`config.mk`:
```
export PLATFORM = sky130hd
export DESIGN_NAME = spcw_device_flat
export DESIGN_NICKNAME = d
export VERILOG_FILES = /design/src/verilog/spcw_pkg.sv /design/src/verilog/spcw_link_if.sv /design/src/verilog/spcw_device.sv /design/src/flat_wrapper.sv
export SDC_FILE = /design/constraint.sdc
export NUM_CORES = 1
export LEC_CHECK = 0
export ABC_AREA = 1
export BUFFER_PORTS_ARGS = -buffer_cell sky130_fd_sc_hd__buf_2
export CAP_MARGIN = 20
export CORE_MARGIN = 2
export CORE_UTILIZATION = 45
export CTS_CLUSTER_SIZE = 30
export DETAILED_ROUTE_END_ITERATION = 6
export PLACE_DENSITY = 0.65
export SLEW_MARGIN = 25
export SYNTH_ARGS = -nofsm -noshare
export SYNTH_HDL_FRONTEND = slang
export SYNTH_SLANG_ARGS = --single-unit
```
`constraint.sdc`:
```
create_clock -name mclk -period 1.52 [get_ports mclk]
set_clock_uncertainty 0.05 [all_clocks]
set_input_delay 0.076 -clock mclk [delete_from_list [all_inputs] [get_ports mclk]]
set_output_delay 0.076 -clock mclk [all_outputs]
set_load 0.01 [all_outputs]
```
`src/verilog/spcw_pkg.sv`:
```
// Shared constants for the serial control port write path
package spcw_pkg;
  // ******************************
  // Link format
  // ******************************
  localparam int ADDR_W = 7;
  localparam logic [6:0] DEV_ADDR = 7'h18;
  localparam logic DIR_WRITE = 1'h0;
  localparam int BYTE_W = 8;
  localparam int TARGET_W = 5;
  localparam int PTR_AUTO_BIT = 7;
  localparam int PTR_TARGET_MSB = 4;
  localparam logic [7:0] PTR_RESET = 8'h00;
  localparam logic [4:0] BLK1_FIRST = 5'h01;
  localparam logic [4:0] BLK1_LAST = 5'h08;
  localparam logic [4:0] BLK2_FIRST = 5'h09;
  localparam logic [4:0] BLK2_LAST = 5'h11;
  // ******************************
  // Host timing
  // ******************************
  localparam int MCLK_PERIOD_NS = 10;
  localparam int LINK_HALF_NS = 70;
  localparam int LINK_HALF_CYC = (LINK_HALF_NS + MCLK_PERIOD_NS - 1) / MCLK_PERIOD_NS;
  // ******************************
  // Host command registers
  // ******************************
  localparam logic [4:0] HOST_CTRL_OFS = 5'h00;
  localparam logic [4:0] HOST_PTR_OFS = 5'h04;
  localparam logic [4:0] HOST_DATA_OFS = 5'h08;
  localparam logic [4:0] HOST_STATUS_OFS = 5'h0C;
  localparam logic [4:0] HOST_ADRW_OFS = 5'h10;
  localparam int CTRL_START_BIT = 0;
  localparam int CTRL_COUNT_LSB = 8;
  localparam logic [7:0] ADRW_RESET = 8'h30;
  localparam logic [7:0] HOST_PTR_RESET = 8'h00;
  localparam logic [31:0] HOST_DATA_RESET = 32'h00000000;
  localparam logic [2:0] HOST_COUNT_RESET = 3'h1;
endpackage

```
`src/verilog/spcw_link_if.sv`:
```
// Three-wire link joining the controller end and the converter end
`timescale 1ns/10ps
interface spcw_link_if;
  logic cs_n;
  logic port_bit_clock;
  logic port_serial_in;
  modport device (
    input cs_n,
    input port_bit_clock,
    input port_serial_in
  );
  modport host (
    output cs_n,
    output port_bit_clock,
    output port_serial_in
  );
endinterface

```
`src/verilog/spcw_device.sv`:
```
// Converter end: serial write port and register pointer
//
// The placing of the registers and the Avalon-MM register port were left to the implementer.
`timescale 1ns/10ps
module spcw_device (
  input wire logic mclk,
  input wire logic reset_n,
  spcw_link_if.device link,
  output logic reg_wr_strobe,
  output logic [spcw_pkg::TARGET_W-1:0] reg_wr_index,
  output logic [spcw_pkg::BYTE_W-1:0] reg_wr_data,
  output logic [spcw_pkg::BYTE_W-1:0] pointer_value,
  output logic frame_active,
  output logic addr_reject,
  output logic dir_reject
);
  import spcw_pkg::*;

  // ******************************
  // Types and helpers
  // ******************************
  typedef enum logic [2:0] {
    ST_IDLE = 3'b000,
    ST_ADDR = 3'b001,
    ST_PTR = 3'b010,
    ST_DATA = 3'b011,
    ST_IGNORE = 3'b100
  } spcw_dev_state_t;

  // Next target under auto advance, holding at each block end
  function automatic logic [TARGET_W-1:0] advance(input logic [TARGET_W-1:0] t);
    logic [TARGET_W-1:0] r;
    r = t;
    if (t >= BLK1_FIRST && t < BLK1_LAST) begin
      r = t + 5'h01;
    end else if (t >= BLK2_FIRST && t < BLK2_LAST) begin
      r = t + 5'h01;
    end
    return r;
  endfunction

  // ******************************
  // Input synchronisers
  // ******************************
  logic [1:0] cs_sync_reg;
  logic [1:0] clk_sync_reg;
  logic [1:0] din_sync_reg;
  logic clk_prev_reg;
  logic cs_prev_reg;

  always_ff @(posedge mclk or negedge reset_n) begin
    if (!reset_n) begin
      cs_sync_reg <= 2'h3;
      clk_sync_reg <= 2'h0;
      din_sync_reg <= 2'h0;
    end else begin
      cs_sync_reg <= {cs_sync_reg[0], link.cs_n};
      clk_sync_reg <= {clk_sync_reg[0], link.port_bit_clock};
      din_sync_reg <= {din_sync_reg[0], link.port_serial_in};
    end
  end

  always_ff @(posedge mclk or negedge reset_n) begin
    if (!reset_n) begin
      clk_prev_reg <= 1'h0;
      cs_prev_reg <= 1'h1;
    end else begin
      clk_prev_reg <= clk_sync_reg[1];
      cs_prev_reg <= cs_sync_reg[1];
    end
  end

  logic cs_low;
  logic cs_fall;
  logic bit_rise;
  logic bit_in;
  assign cs_low = !cs_sync_reg[1];
  assign cs_fall = cs_prev_reg && !cs_sync_reg[1];
  assign bit_rise = clk_sync_reg[1] && !clk_prev_reg;
  assign bit_in = din_sync_reg[1];

  // ******************************
  // Bit assembly
  // ******************************
  spcw_dev_state_t state_reg;
  spcw_dev_state_t state_next;
  logic [2:0] bit_cnt_reg;
  logic [BYTE_W-1:0] shift_reg;
  logic [BYTE_W-1:0] byte_word;
  logic byte_done;

  assign byte_word = {shift_reg[BYTE_W-2:0], bit_in};
  assign byte_done = bit_rise && (bit_cnt_reg == 3'h7) &&
                     (state_reg == ST_ADDR || state_reg == ST_PTR || state_reg == ST_DATA);

  always_ff @(posedge mclk or negedge reset_n) begin
    if (!reset_n) begin
      bit_cnt_reg <= 3'h0;
      shift_reg <= 8'h00;
    end else if (!cs_low || cs_fall) begin
      bit_cnt_reg <= 3'h0;
      shift_reg <= 8'h00;
    end else if (bit_rise && state_reg != ST_IGNORE) begin
      bit_cnt_reg <= bit_cnt_reg + 3'h1;
      shift_reg <= byte_word;
    end
  end

  // ******************************
  // Frame sequencer
  // ******************************
  always_comb begin
    state_next = state_reg;
    case (state_reg)
      ST_IDLE: begin
        if (cs_low) begin
          state_next = ST_ADDR;
        end
      end
      ST_ADDR: begin
        if (byte_done) begin
          if (byte_word[BYTE_W-1:1] != DEV_ADDR) begin
            state_next = ST_IGNORE;
          end else if (byte_word[0] != DIR_WRITE) begin
            state_next = ST_IGNORE;
          end else begin
            state_next = ST_PTR;
          end
        end
      end
      ST_PTR: begin
        if (byte_done) begin
          state_next = ST_DATA;
        end
      end
      ST_DATA: begin
        state_next = ST_DATA;
      end
      ST_IGNORE: begin
        state_next = ST_IGNORE;
      end
      default: begin
        state_next = ST_IDLE;
      end
    endcase
    if (!cs_low) begin
      state_next = ST_IDLE;
    end
  end

  always_ff @(posedge mclk or negedge reset_n) begin
    if (!reset_n) begin
      state_reg <= ST_IDLE;
    end else begin
      state_reg <= state_next;
    end
  end

  // ******************************
  // Register pointer
  // ******************************
  logic [BYTE_W-1:0] ptr_reg;

  always_ff @(posedge mclk or negedge reset_n) begin
    if (!reset_n) begin
      ptr_reg <= PTR_RESET;
    end else if (byte_done && state_reg == ST_PTR) begin
      ptr_reg <= {byte_word[PTR_AUTO_BIT], 2'h0, byte_word[PTR_TARGET_MSB:0]};
    end else if (byte_done && state_reg == ST_DATA && ptr_reg[PTR_AUTO_BIT]) begin
      ptr_reg <= {ptr_reg[7:5], advance(ptr_reg[PTR_TARGET_MSB:0])};
    end
    // Auto advance off leaves the pointer as written
  end

  // ******************************
  // Register write port
  // ******************************
  always_ff @(posedge mclk or negedge reset_n) begin
    if (!reset_n) begin
      reg_wr_strobe <= 1'h0;
      reg_wr_index <= 5'h00;
      reg_wr_data <= 8'h00;
    end else begin
      reg_wr_strobe <= byte_done && state_reg == ST_DATA;
      if (byte_done && state_reg == ST_DATA) begin
        reg_wr_index <= ptr_reg[PTR_TARGET_MSB:0];
        reg_wr_data <= byte_word;
      end
    end
  end

  // ******************************
  // Status outputs
  // ******************************
  always_ff @(posedge mclk or negedge reset_n) begin
    if (!reset_n) begin
      pointer_value <= PTR_RESET;
      frame_active <= 1'h0;
    end else begin
      pointer_value <= ptr_reg;
      frame_active <= state_reg != ST_IDLE;
    end
  end

  always_ff @(posedge mclk or negedge reset_n) begin
    if (!reset_n) begin
      addr_reject <= 1'h0;
      dir_reject <= 1'h0;
    end else begin
      addr_reject <= byte_done && state_reg == ST_ADDR &&
                     byte_word[BYTE_W-1:1] != DEV_ADDR;
      dir_reject <= byte_done && state_reg == ST_ADDR &&
                    byte_word[BYTE_W-1:1] == DEV_ADDR && byte_word[0] != DIR_WRITE;
    end
  end
  // No read data path exists on this port
endmodule

```
`src/flat_wrapper.sv`:
```
// flat-port wrapper written by rule: the top's interface ports become plain ports
module spcw_device_flat import spcw_pkg::*;
  (mclk, reset_n, reg_wr_strobe, reg_wr_index, reg_wr_data, pointer_value, frame_active, addr_reject, dir_reject, link_cs_n, link_port_bit_clock, link_port_serial_in);
  spcw_link_if link_i ();
  input wire logic mclk;
  input wire logic reset_n;
  output logic reg_wr_strobe;
  output logic [spcw_pkg::TARGET_W-1:0] reg_wr_index;
  output logic [spcw_pkg::BYTE_W-1:0] reg_wr_data;
  output logic [spcw_pkg::BYTE_W-1:0] pointer_value;
  output logic frame_active;
  output logic addr_reject;
  output logic dir_reject;
  input wire logic [$bits(link_i.cs_n)-1:0] link_cs_n;
  input wire logic [$bits(link_i.port_bit_clock)-1:0] link_port_bit_clock;
  input wire logic [$bits(link_i.port_serial_in)-1:0] link_port_serial_in;
  assign link_i.cs_n = link_cs_n;
  assign link_i.port_bit_clock = link_port_bit_clock;
  assign link_i.port_serial_in = link_port_serial_in;
  spcw_device u_core (.mclk(mclk), .reset_n(reset_n), .link(link_i), .reg_wr_strobe(reg_wr_strobe), .reg_wr_index(reg_wr_index), .reg_wr_data(reg_wr_data), .pointer_value(pointer_value), .frame_active(frame_active), .addr_reject(addr_reject), .dir_reject(dir_reject));
endmodule
```
==> results of run 1 <==
## layout make-up
class	count	area [um^2]
clock buffers	8	90.09
fillers	408	2056
inverters	30	120.1
multi-input cells	150	838.3
flip-flops and latches	50	1256
well taps	54	67.56
repair buffers	39	264.0
## critical path: cells and delay by family, from the launching register on
| kind | cells | cell delay, ns |
|---|---|---|
| adder cells (fa/ha/maj) | 2 | 0.34 |
| buffers and inverters | 1 | 0.12 |
| flip-flops | 1 | 0.36 |
| AND/OR/NAND/NOR | 6 | 0.47 |
## layout by cell type, fill, tap and decap left out, drive strengths merged
cell type / instances
a21oi: 8
buf: 35
clkbuf: 8
conb: 2
dfrtp: 47
dfstp: 3
dlygate4sd3: 4
ha: 4
inv: 30
nand2: 78
nand3: 17
nand4: 2
nor2: 21
nor4: 1
o21a: 1
o21ai: 15
xor2: 1
## cells by family (layout without fill, tap and decap cells)
| kind of cell | Yosys count | count (layout) | share of synthesized area |
|---|---|---|---|
| simple gates | 118 | 119 | 0.2457 |
| flops | 50 | 50 | 0.5771 |
| buf+inv | 35 | 77 | 0.07134 |
| compound gates | 24 | 24 | 0.07710 |
| fa+ha+maj | 4 | 4 | 0.02302 |
| other cells | 1 | 2 | 0.001724 |
| xor+xnor | 1 | 1 | 0.004028 |
## per-layer routing
layer  routed length, um  up-vias  global-route usage
met1                1752      718              0.1899
met2                1874       27              0.2728
met5                   0        -                   0
li1                    -      805                   -
met3                 143        7             0.04527
met4                  48        0             0.04848
## power by group through the flow
stage / Combinational, mW / Sequential (mW) / Clock (mW)
final: 0.281 / 1.45 / 0.757
after CTS: 0.282 / 1.45 / 0.788
after global placement: 0.274 / 1.47 / 0
after detailed placement: 0.275 / 1.47 / 0
after global routing: 0.332 / 1.46 / 0.841
after floorplan: 0.169 / 1.48 / 0
## through the flow
| stage | util | setup TNS, ns | setup slack [ns] | hold slack, ns |
|---|---|---|---|---|
| final | 0.5619 | 0 | 0.06024 | 0.1773 |
| after global routing | 0.5619 | -0.1582 | -0.02511 | 0.2217 |
| after CTS | 0.5456 | -0.007616 | -0.005995 | 0.1916 |
| after detailed placement | 0.5165 | -0.06945 | -0.01835 | -0.02634 |
| after global placement | 0.5165 | 0 | 0.01706 | -0.02329 |
| after floorplan | - | 0 | 0.05639 | -0.2696 |
## final timing paths
| check | start | end | slack (ns) | depth (start not counted) |
|---|---|---|---|---|
| min reg2reg | u_core.clk_sync_reg[0] | u_core.clk_sync_reg[1] | 0.30 | 0 |
| max | u_core.bit_cnt_reg[1] | u_core.ptr_reg[0] | 0.06 | 9 |
| min | reset_n | u_core.addr_reject | 0.18 | 2 |
| max reg2reg | u_core.bit_cnt_reg[1] | u_core.ptr_reg[0] | 0.06 | 9 |
| min in group mclk | u_core.clk_sync_reg[0] | u_core.clk_sync_reg[1] | 0.30 | 0 |
| max in group asynchronous | reset_n | u_core.ptr_reg[0] | 0.73 | 3 |
## timing repair
action	4_1_cts	5_1_grt
hold buffers	4	0
setup endpoints to repair	17	18
resized for setup	1	17
endpoints found under the hold margin	19	0
cloned	1	0
pin swaps	1	7
==> out/results.tsv, run 1 <==
stage	metric	value	unit
run_status	status	completed	
setup_path	Crit path largest cell delay	0.36	ns
global_routing	GR Overflow Total	0	
die	I/O pins	30	
synth	synthesized area	2175	um^2
placed_design	Placed Area	2424	um^2
power_and_ir_drop	internal power	1.878	mW
setup_path	worst path arrival time	1.60	ns
sta	endpoints failing hold	0	
routing	post-route ant nets	0	
synth	synth top area cells	dfrtp_1 (54%), nand2_1 (12%), inv_1 (5.0%)	
die	Row Count	25	
die	Die Height	73.52	um
power_and_ir_drop	clock network power share	0.304	
routing	detailed-route DRC error count	0	
synth	Synth cell types	25	
synth	ys flop type	dfrtp_1	
die	die width	73.52	um
routing	wire per inst	11.53	um
power_and_ir_drop	pwr dens	944.2	nW/um^2
placed_design	number of port buffers	27	
layout	fin cells	331	
routing	DRT iter0 DRCs	76	
layout	max FFs per register	8	
routing	vias	1557	
power_and_ir_drop	Leakage	1.450	nW
synth	EDFF count, synth	0	
run	max_cap viols	0	
routing	DRT Pass-1 Iters	4	
layout	share of layout cells above drive strength 1	0.2780	
layout	Final nets	285	
clock_tree	CTS root buffer	clkbuf_8	
placed_design	HPWL after DPL	2.792	mm
routing	Vias/cell	4.704	
clock_tree	clk sinks	50	
clock_tree	H-tree depth	2	
global_routing	initial antenna violation count	0	
clock_tree	Worst-path clk slew	0.08	ns
worst_hold_path	Hold Crit Class	primary input to async pin	
synth	Yosys reg bits	50	
clock_tree	worst skew pair latency	0.29	ns
sta	max-slew violation count	0	
routing	Routed WL	3.818	mm
clock_tree	clk buf depth	2	
setup_path	CP Max Fanout	6	
setup_path	critical path launch point type	register	
global_routing	vias in the first global route	1512	
placed_design	RePlAce Congestion	0.8014	
synth	Cells after Synth	233	
synth	Async SR Flop Fraction	1.000	
power_and_ir_drop	switching portion of total power	0.2456	
clock_tree	TritonCTS clock tree	yes	
synth	Avg Cell Area, Syn	9.333	um^2
synth	top cell type's share of synthesized area	0.5409	
global_routing	first-pass GRT wire length	6.506	mm
power_and_ir_drop	worst IR drop on VDD	506.5	uV
sta	fin crit period	1.460	ns
power_and_ir_drop	Combinational Power Share	0.113	
layout	diode count	0	
placed_design	placed cells	318	
die	die area	5404	um^2
synth	most frequent cell after synthesis	nand2_1	
die	initial core utilization	0.4635	
layout	design area	2636	um^2
layout	Layout area overhead	21.23	%
global_routing	Tot GR Track Use	0.1579	
sta	Final setup violation count	0	
setup_path	crit-path cells	ha_2 > ha_4 > nand3_4 > inv_8 > nand3_4 > nand2_4 > nand2_4 > nand2_2 > nand2_1	
sta	Max Clock Freq	685.0	MHz
die	Core Box Area	4692	um^2
clock_tree	Inserted Clock Buffers	5	
power_and_ir_drop	Psw	0.6114	mW
setup_path	critical path type	register to register	
sta	unrepaired setup endpoints after global routing	yes	
synth	Syn. warnings	0	
synth	Commonest cells post-synth	nand2_1 (71), dfrtp_1 (47), inv_1 (29)	
global_routing	largest net degree at the start of global routing	35	
sta	final period utilization	0.9604	
setup_path	WP data required	1.66	ns
power_and_ir_drop	Tot Pwr	2.489	mW
synth	Synth area leader	dfrtp_1	
power_and_ir_drop	Flop pwr share	0.583	
setup_path	Critical Path End Type	register	
clock_tree	setup repair bufs after CTS	0	
synth	sequential share of the synthesized area	0.5771	
setup_path	Slowest-stage cell, CP	dfrtp_1	
No activity file was read; power rests on OpenSTA's default activity.
==> run 2, diff against run 1 <==
==> constraint.sdc (replaced) <==
create_clock -name mclk -period 1.52 [get_ports mclk]
set_clock_uncertainty 0.05 [all_clocks]
set_input_delay 0.152 -clock mclk [delete_from_list [all_inputs] [get_ports mclk]]
set_output_delay 0.152 -clock mclk [all_outputs]
set_load 0.01 [all_outputs]
==> out/results.tsv, run 2 (synthesis gave the netlist of run 1 again) <==
stage	metric	value	unit	change
routing	vias	1571		+0.90%
layout	max FFs per register	8		unchanged
power_and_ir_drop	Psw	0.6592	mW	+7.8%
clock_tree	worst skew pair latency	0.30	ns	about the same
sta	max-slew violation count	0		unchanged
setup_path	crit-path cells	ha_2 > ha_4 > nand3_4 > inv_6 > nand2_4 > nand3_4 > nand2_4 > nand2_1 > nand2_1		
die	Die Height	73.52	um	unchanged
placed_design	RePlAce Congestion	0.8509		+6.2%
setup_path	Crit path largest cell delay	0.40	ns	+0.04 ns
placed_design	Placed Area	2431	um^2	+0.31%
setup_path	critical path type	register to register		
power_and_ir_drop	Combinational Power Share	0.109		-0.004
power_and_ir_drop	Leakage	1.517	nW	+4.6%
global_routing	GR Overflow Total	0		unchanged
layout	design area	2669	um^2	+1.2%
global_routing	Tot GR Track Use	0.1597		+0.001827
placed_design	HPWL after DPL	2.746	mm	-1.7%
routing	post-route ant nets	0		unchanged
routing	Vias/cell	4.676		-0.60%
setup_path	CP Max Fanout	6		unchanged
die	die width	73.52	um	unchanged
setup_path	crit path from	u_core.bit_cnt_reg[1]		
die	Row Count	25		unchanged
power_and_ir_drop	clock network power share	0.345		+0.041
die	I/O pins	30		unchanged
power_and_ir_drop	worst IR drop on VDD	520.1	uV	+2.7%
global_routing	initial antenna violation count	0		unchanged
sta	endpoints failing hold	0		unchanged
routing	DRT Pass-1 Iters	4		unchanged
die	die area	5404	um^2	unchanged
sta	unrepaired setup endpoints after global routing	yes		
power_and_ir_drop	Tot Pwr	2.656	mW	+6.7%
clock_tree	TritonCTS clock tree	yes		
clock_tree	Inserted Clock Buffers	5		unchanged
setup_path	RR Startpoint	u_core.bit_cnt_reg[1]		
clock_tree	clk buf depth	2		unchanged
clock_tree	Worst-path clk slew	0.09	ns	about the same
sta	fin crit period	1.454	ns	-0.005650 ns
layout	highest-count cells in the layout ignoring fill and taps	nand2_1 (70), dfrtp_1 (47), inv_1 (28), buf_2 (27), nor2_1 (16)		
routing	DRT iter0 DRCs	112		+47%
layout	diode count	0		unchanged
power_and_ir_drop	switching portion of total power	0.2483		+0.002633
placed_design	number of port buffers	27		unchanged
sta	setup_tns	0	ns	unchanged
power_and_ir_drop	Flop pwr share	0.547		-0.036
clock_tree	clk sinks	50		unchanged
run_status	status	completed		
clock_tree	H-tree depth	2		unchanged
layout	Layout area overhead	22.73	%	
setup_path	Slowest-stage cell, CP	dfrtp_1		
setup_path	worst path arrival time	1.65	ns	+0.05 ns
routing	Routed WL	3.986	mm	+4.4%
run	max_cap viols	0		unchanged
layout	Final nets	290		+1.8%
setup_path	worst r2r dst	u_core.ptr_reg[3]		
setup_path	R2R Setup Slk	0.07	ns	about the same
power_and_ir_drop	internal power	1.996	mW	+6.3%
placed_design	worst slack, placed	-0.04380	ns	-0.02544 ns
setup_path	Critical Path End Type	register		
die	initial core utilization	0.4635		unchanged
setup_path	reg2reg path depth	9		unchanged
global_routing	largest net degree at the start of global routing	34		-2.9%
routing	wire per inst	11.86	um	+2.8%
sta	Worst Setup Slack, final	0.06589	ns	+0.005650 ns
clock_tree	CTS root buffer	clkbuf_8		
sta	Max Clock Freq	687.7	MHz	+0.39%
global_routing	first-pass GRT wire length	6.582	mm	+1.2%
power_and_ir_drop	pwr dens	995.0	nW/um^2	+5.4%
sta	final period utilization	0.9567		-0.003717
die	Core Box Area	4692	um^2	unchanged
setup_path	critical path launch point type	register		
setup_path	WP data required	1.72	ns	+0.06 ns
layout	most common cell after layout, fill and taps aside	nand2_1		
sta	hold slack	0.2848	ns	+0.1075 ns
sta	Final setup violation count	0		unchanged
global_routing	vias in the first global route	1472		-2.6%
routing	detailed-route DRC error count	0		unchanged
worst_hold_path	Hold Crit Class	primary input to async pin		
layout	share of layout cells above drive strength 1	0.2943		+0.01635
-- run 2: cell count changes in the layout (fill, tap and decap cells not counted), sizes merged --
cell | previous run | this run
clkbuf | 8 | 5
buf | 35 | 40
clkinv | 0 | 2
bufinv | 0 | 1
-- run 2: stage by stage --
step | instances | util
after floorplan | 234 | -
after global placement | 319 | 0.5181
after detailed placement | 319 | 0.5181
after CTS | 332 | 0.5523
after global routing | 336 | 0.5688
final | 336 | 0.5688
-- run 2: area by class of cell --
class                   instances  area, um^2
repair buffers                 44       297.8
clock buffers                   5       68.82
inverters                      30       117.6
well taps                      54       67.56
clock inverters                 3       40.04
flip-flops and latches         50        1255
multi-input cells             150       822.0
fillers                       418        2023
-- run 2: power by group through the flow --
stage          Sequential, mW  Clock (mW)  Combinational, mW
2_1_floorplan            1.48           0              0.169
3_3_place_gp             1.47           0              0.277
3_5_place_dp             1.47           0              0.280
4_1_cts                  1.45       0.946              0.288
5_1_grt                  1.46        1.00              0.336
6_report                 1.45       0.915              0.289
-- run 2: how the worst max path moves through the flow --
stage | endpoint | depth (start not counted)
floorplan | u_core.ptr_reg[0] | 8
global placement | u_core.reg_wr_data[7] | 8
detailed placement | u_core.ptr_reg[3] | 9
CTS | u_core.ptr_reg[1] | 9
global route | u_core.ptr_reg[1] | 9
finish | u_core.ptr_reg[3] | 9
-- run 2: metal layers --
layer	part of all wire	track usage	vias up	wire length [um]
li1	-	-	816	-
met1	0.48	0.2071	716	1911
met2	0.47	0.2510	30	1876
met3	0.032	0.04664	9	126
met4	0.018	0.06465	0	72
met5	0	0	-	0
-- run 2: what timing repair did --
item                                    in CTS  in global routing
endpoints found under the setup margin      18                 19
pin swaps                                    3                  4
hold buffers                                 4                  0
setup buffers                                0                  4
hold endpoints to repair                    53                  0
gates cloned                                 1                  0
resized for setup                            3                 10
-- run 2: worst max-delay path, delay by kind of cell (launching register included) --
kind                     cells  cell delay (ns)
adder cells (fa/ha/maj)      2             0.36
buffers and inverters        1             0.06
flip-flops                   1             0.40
AND/OR/NAND/NOR              6             0.53
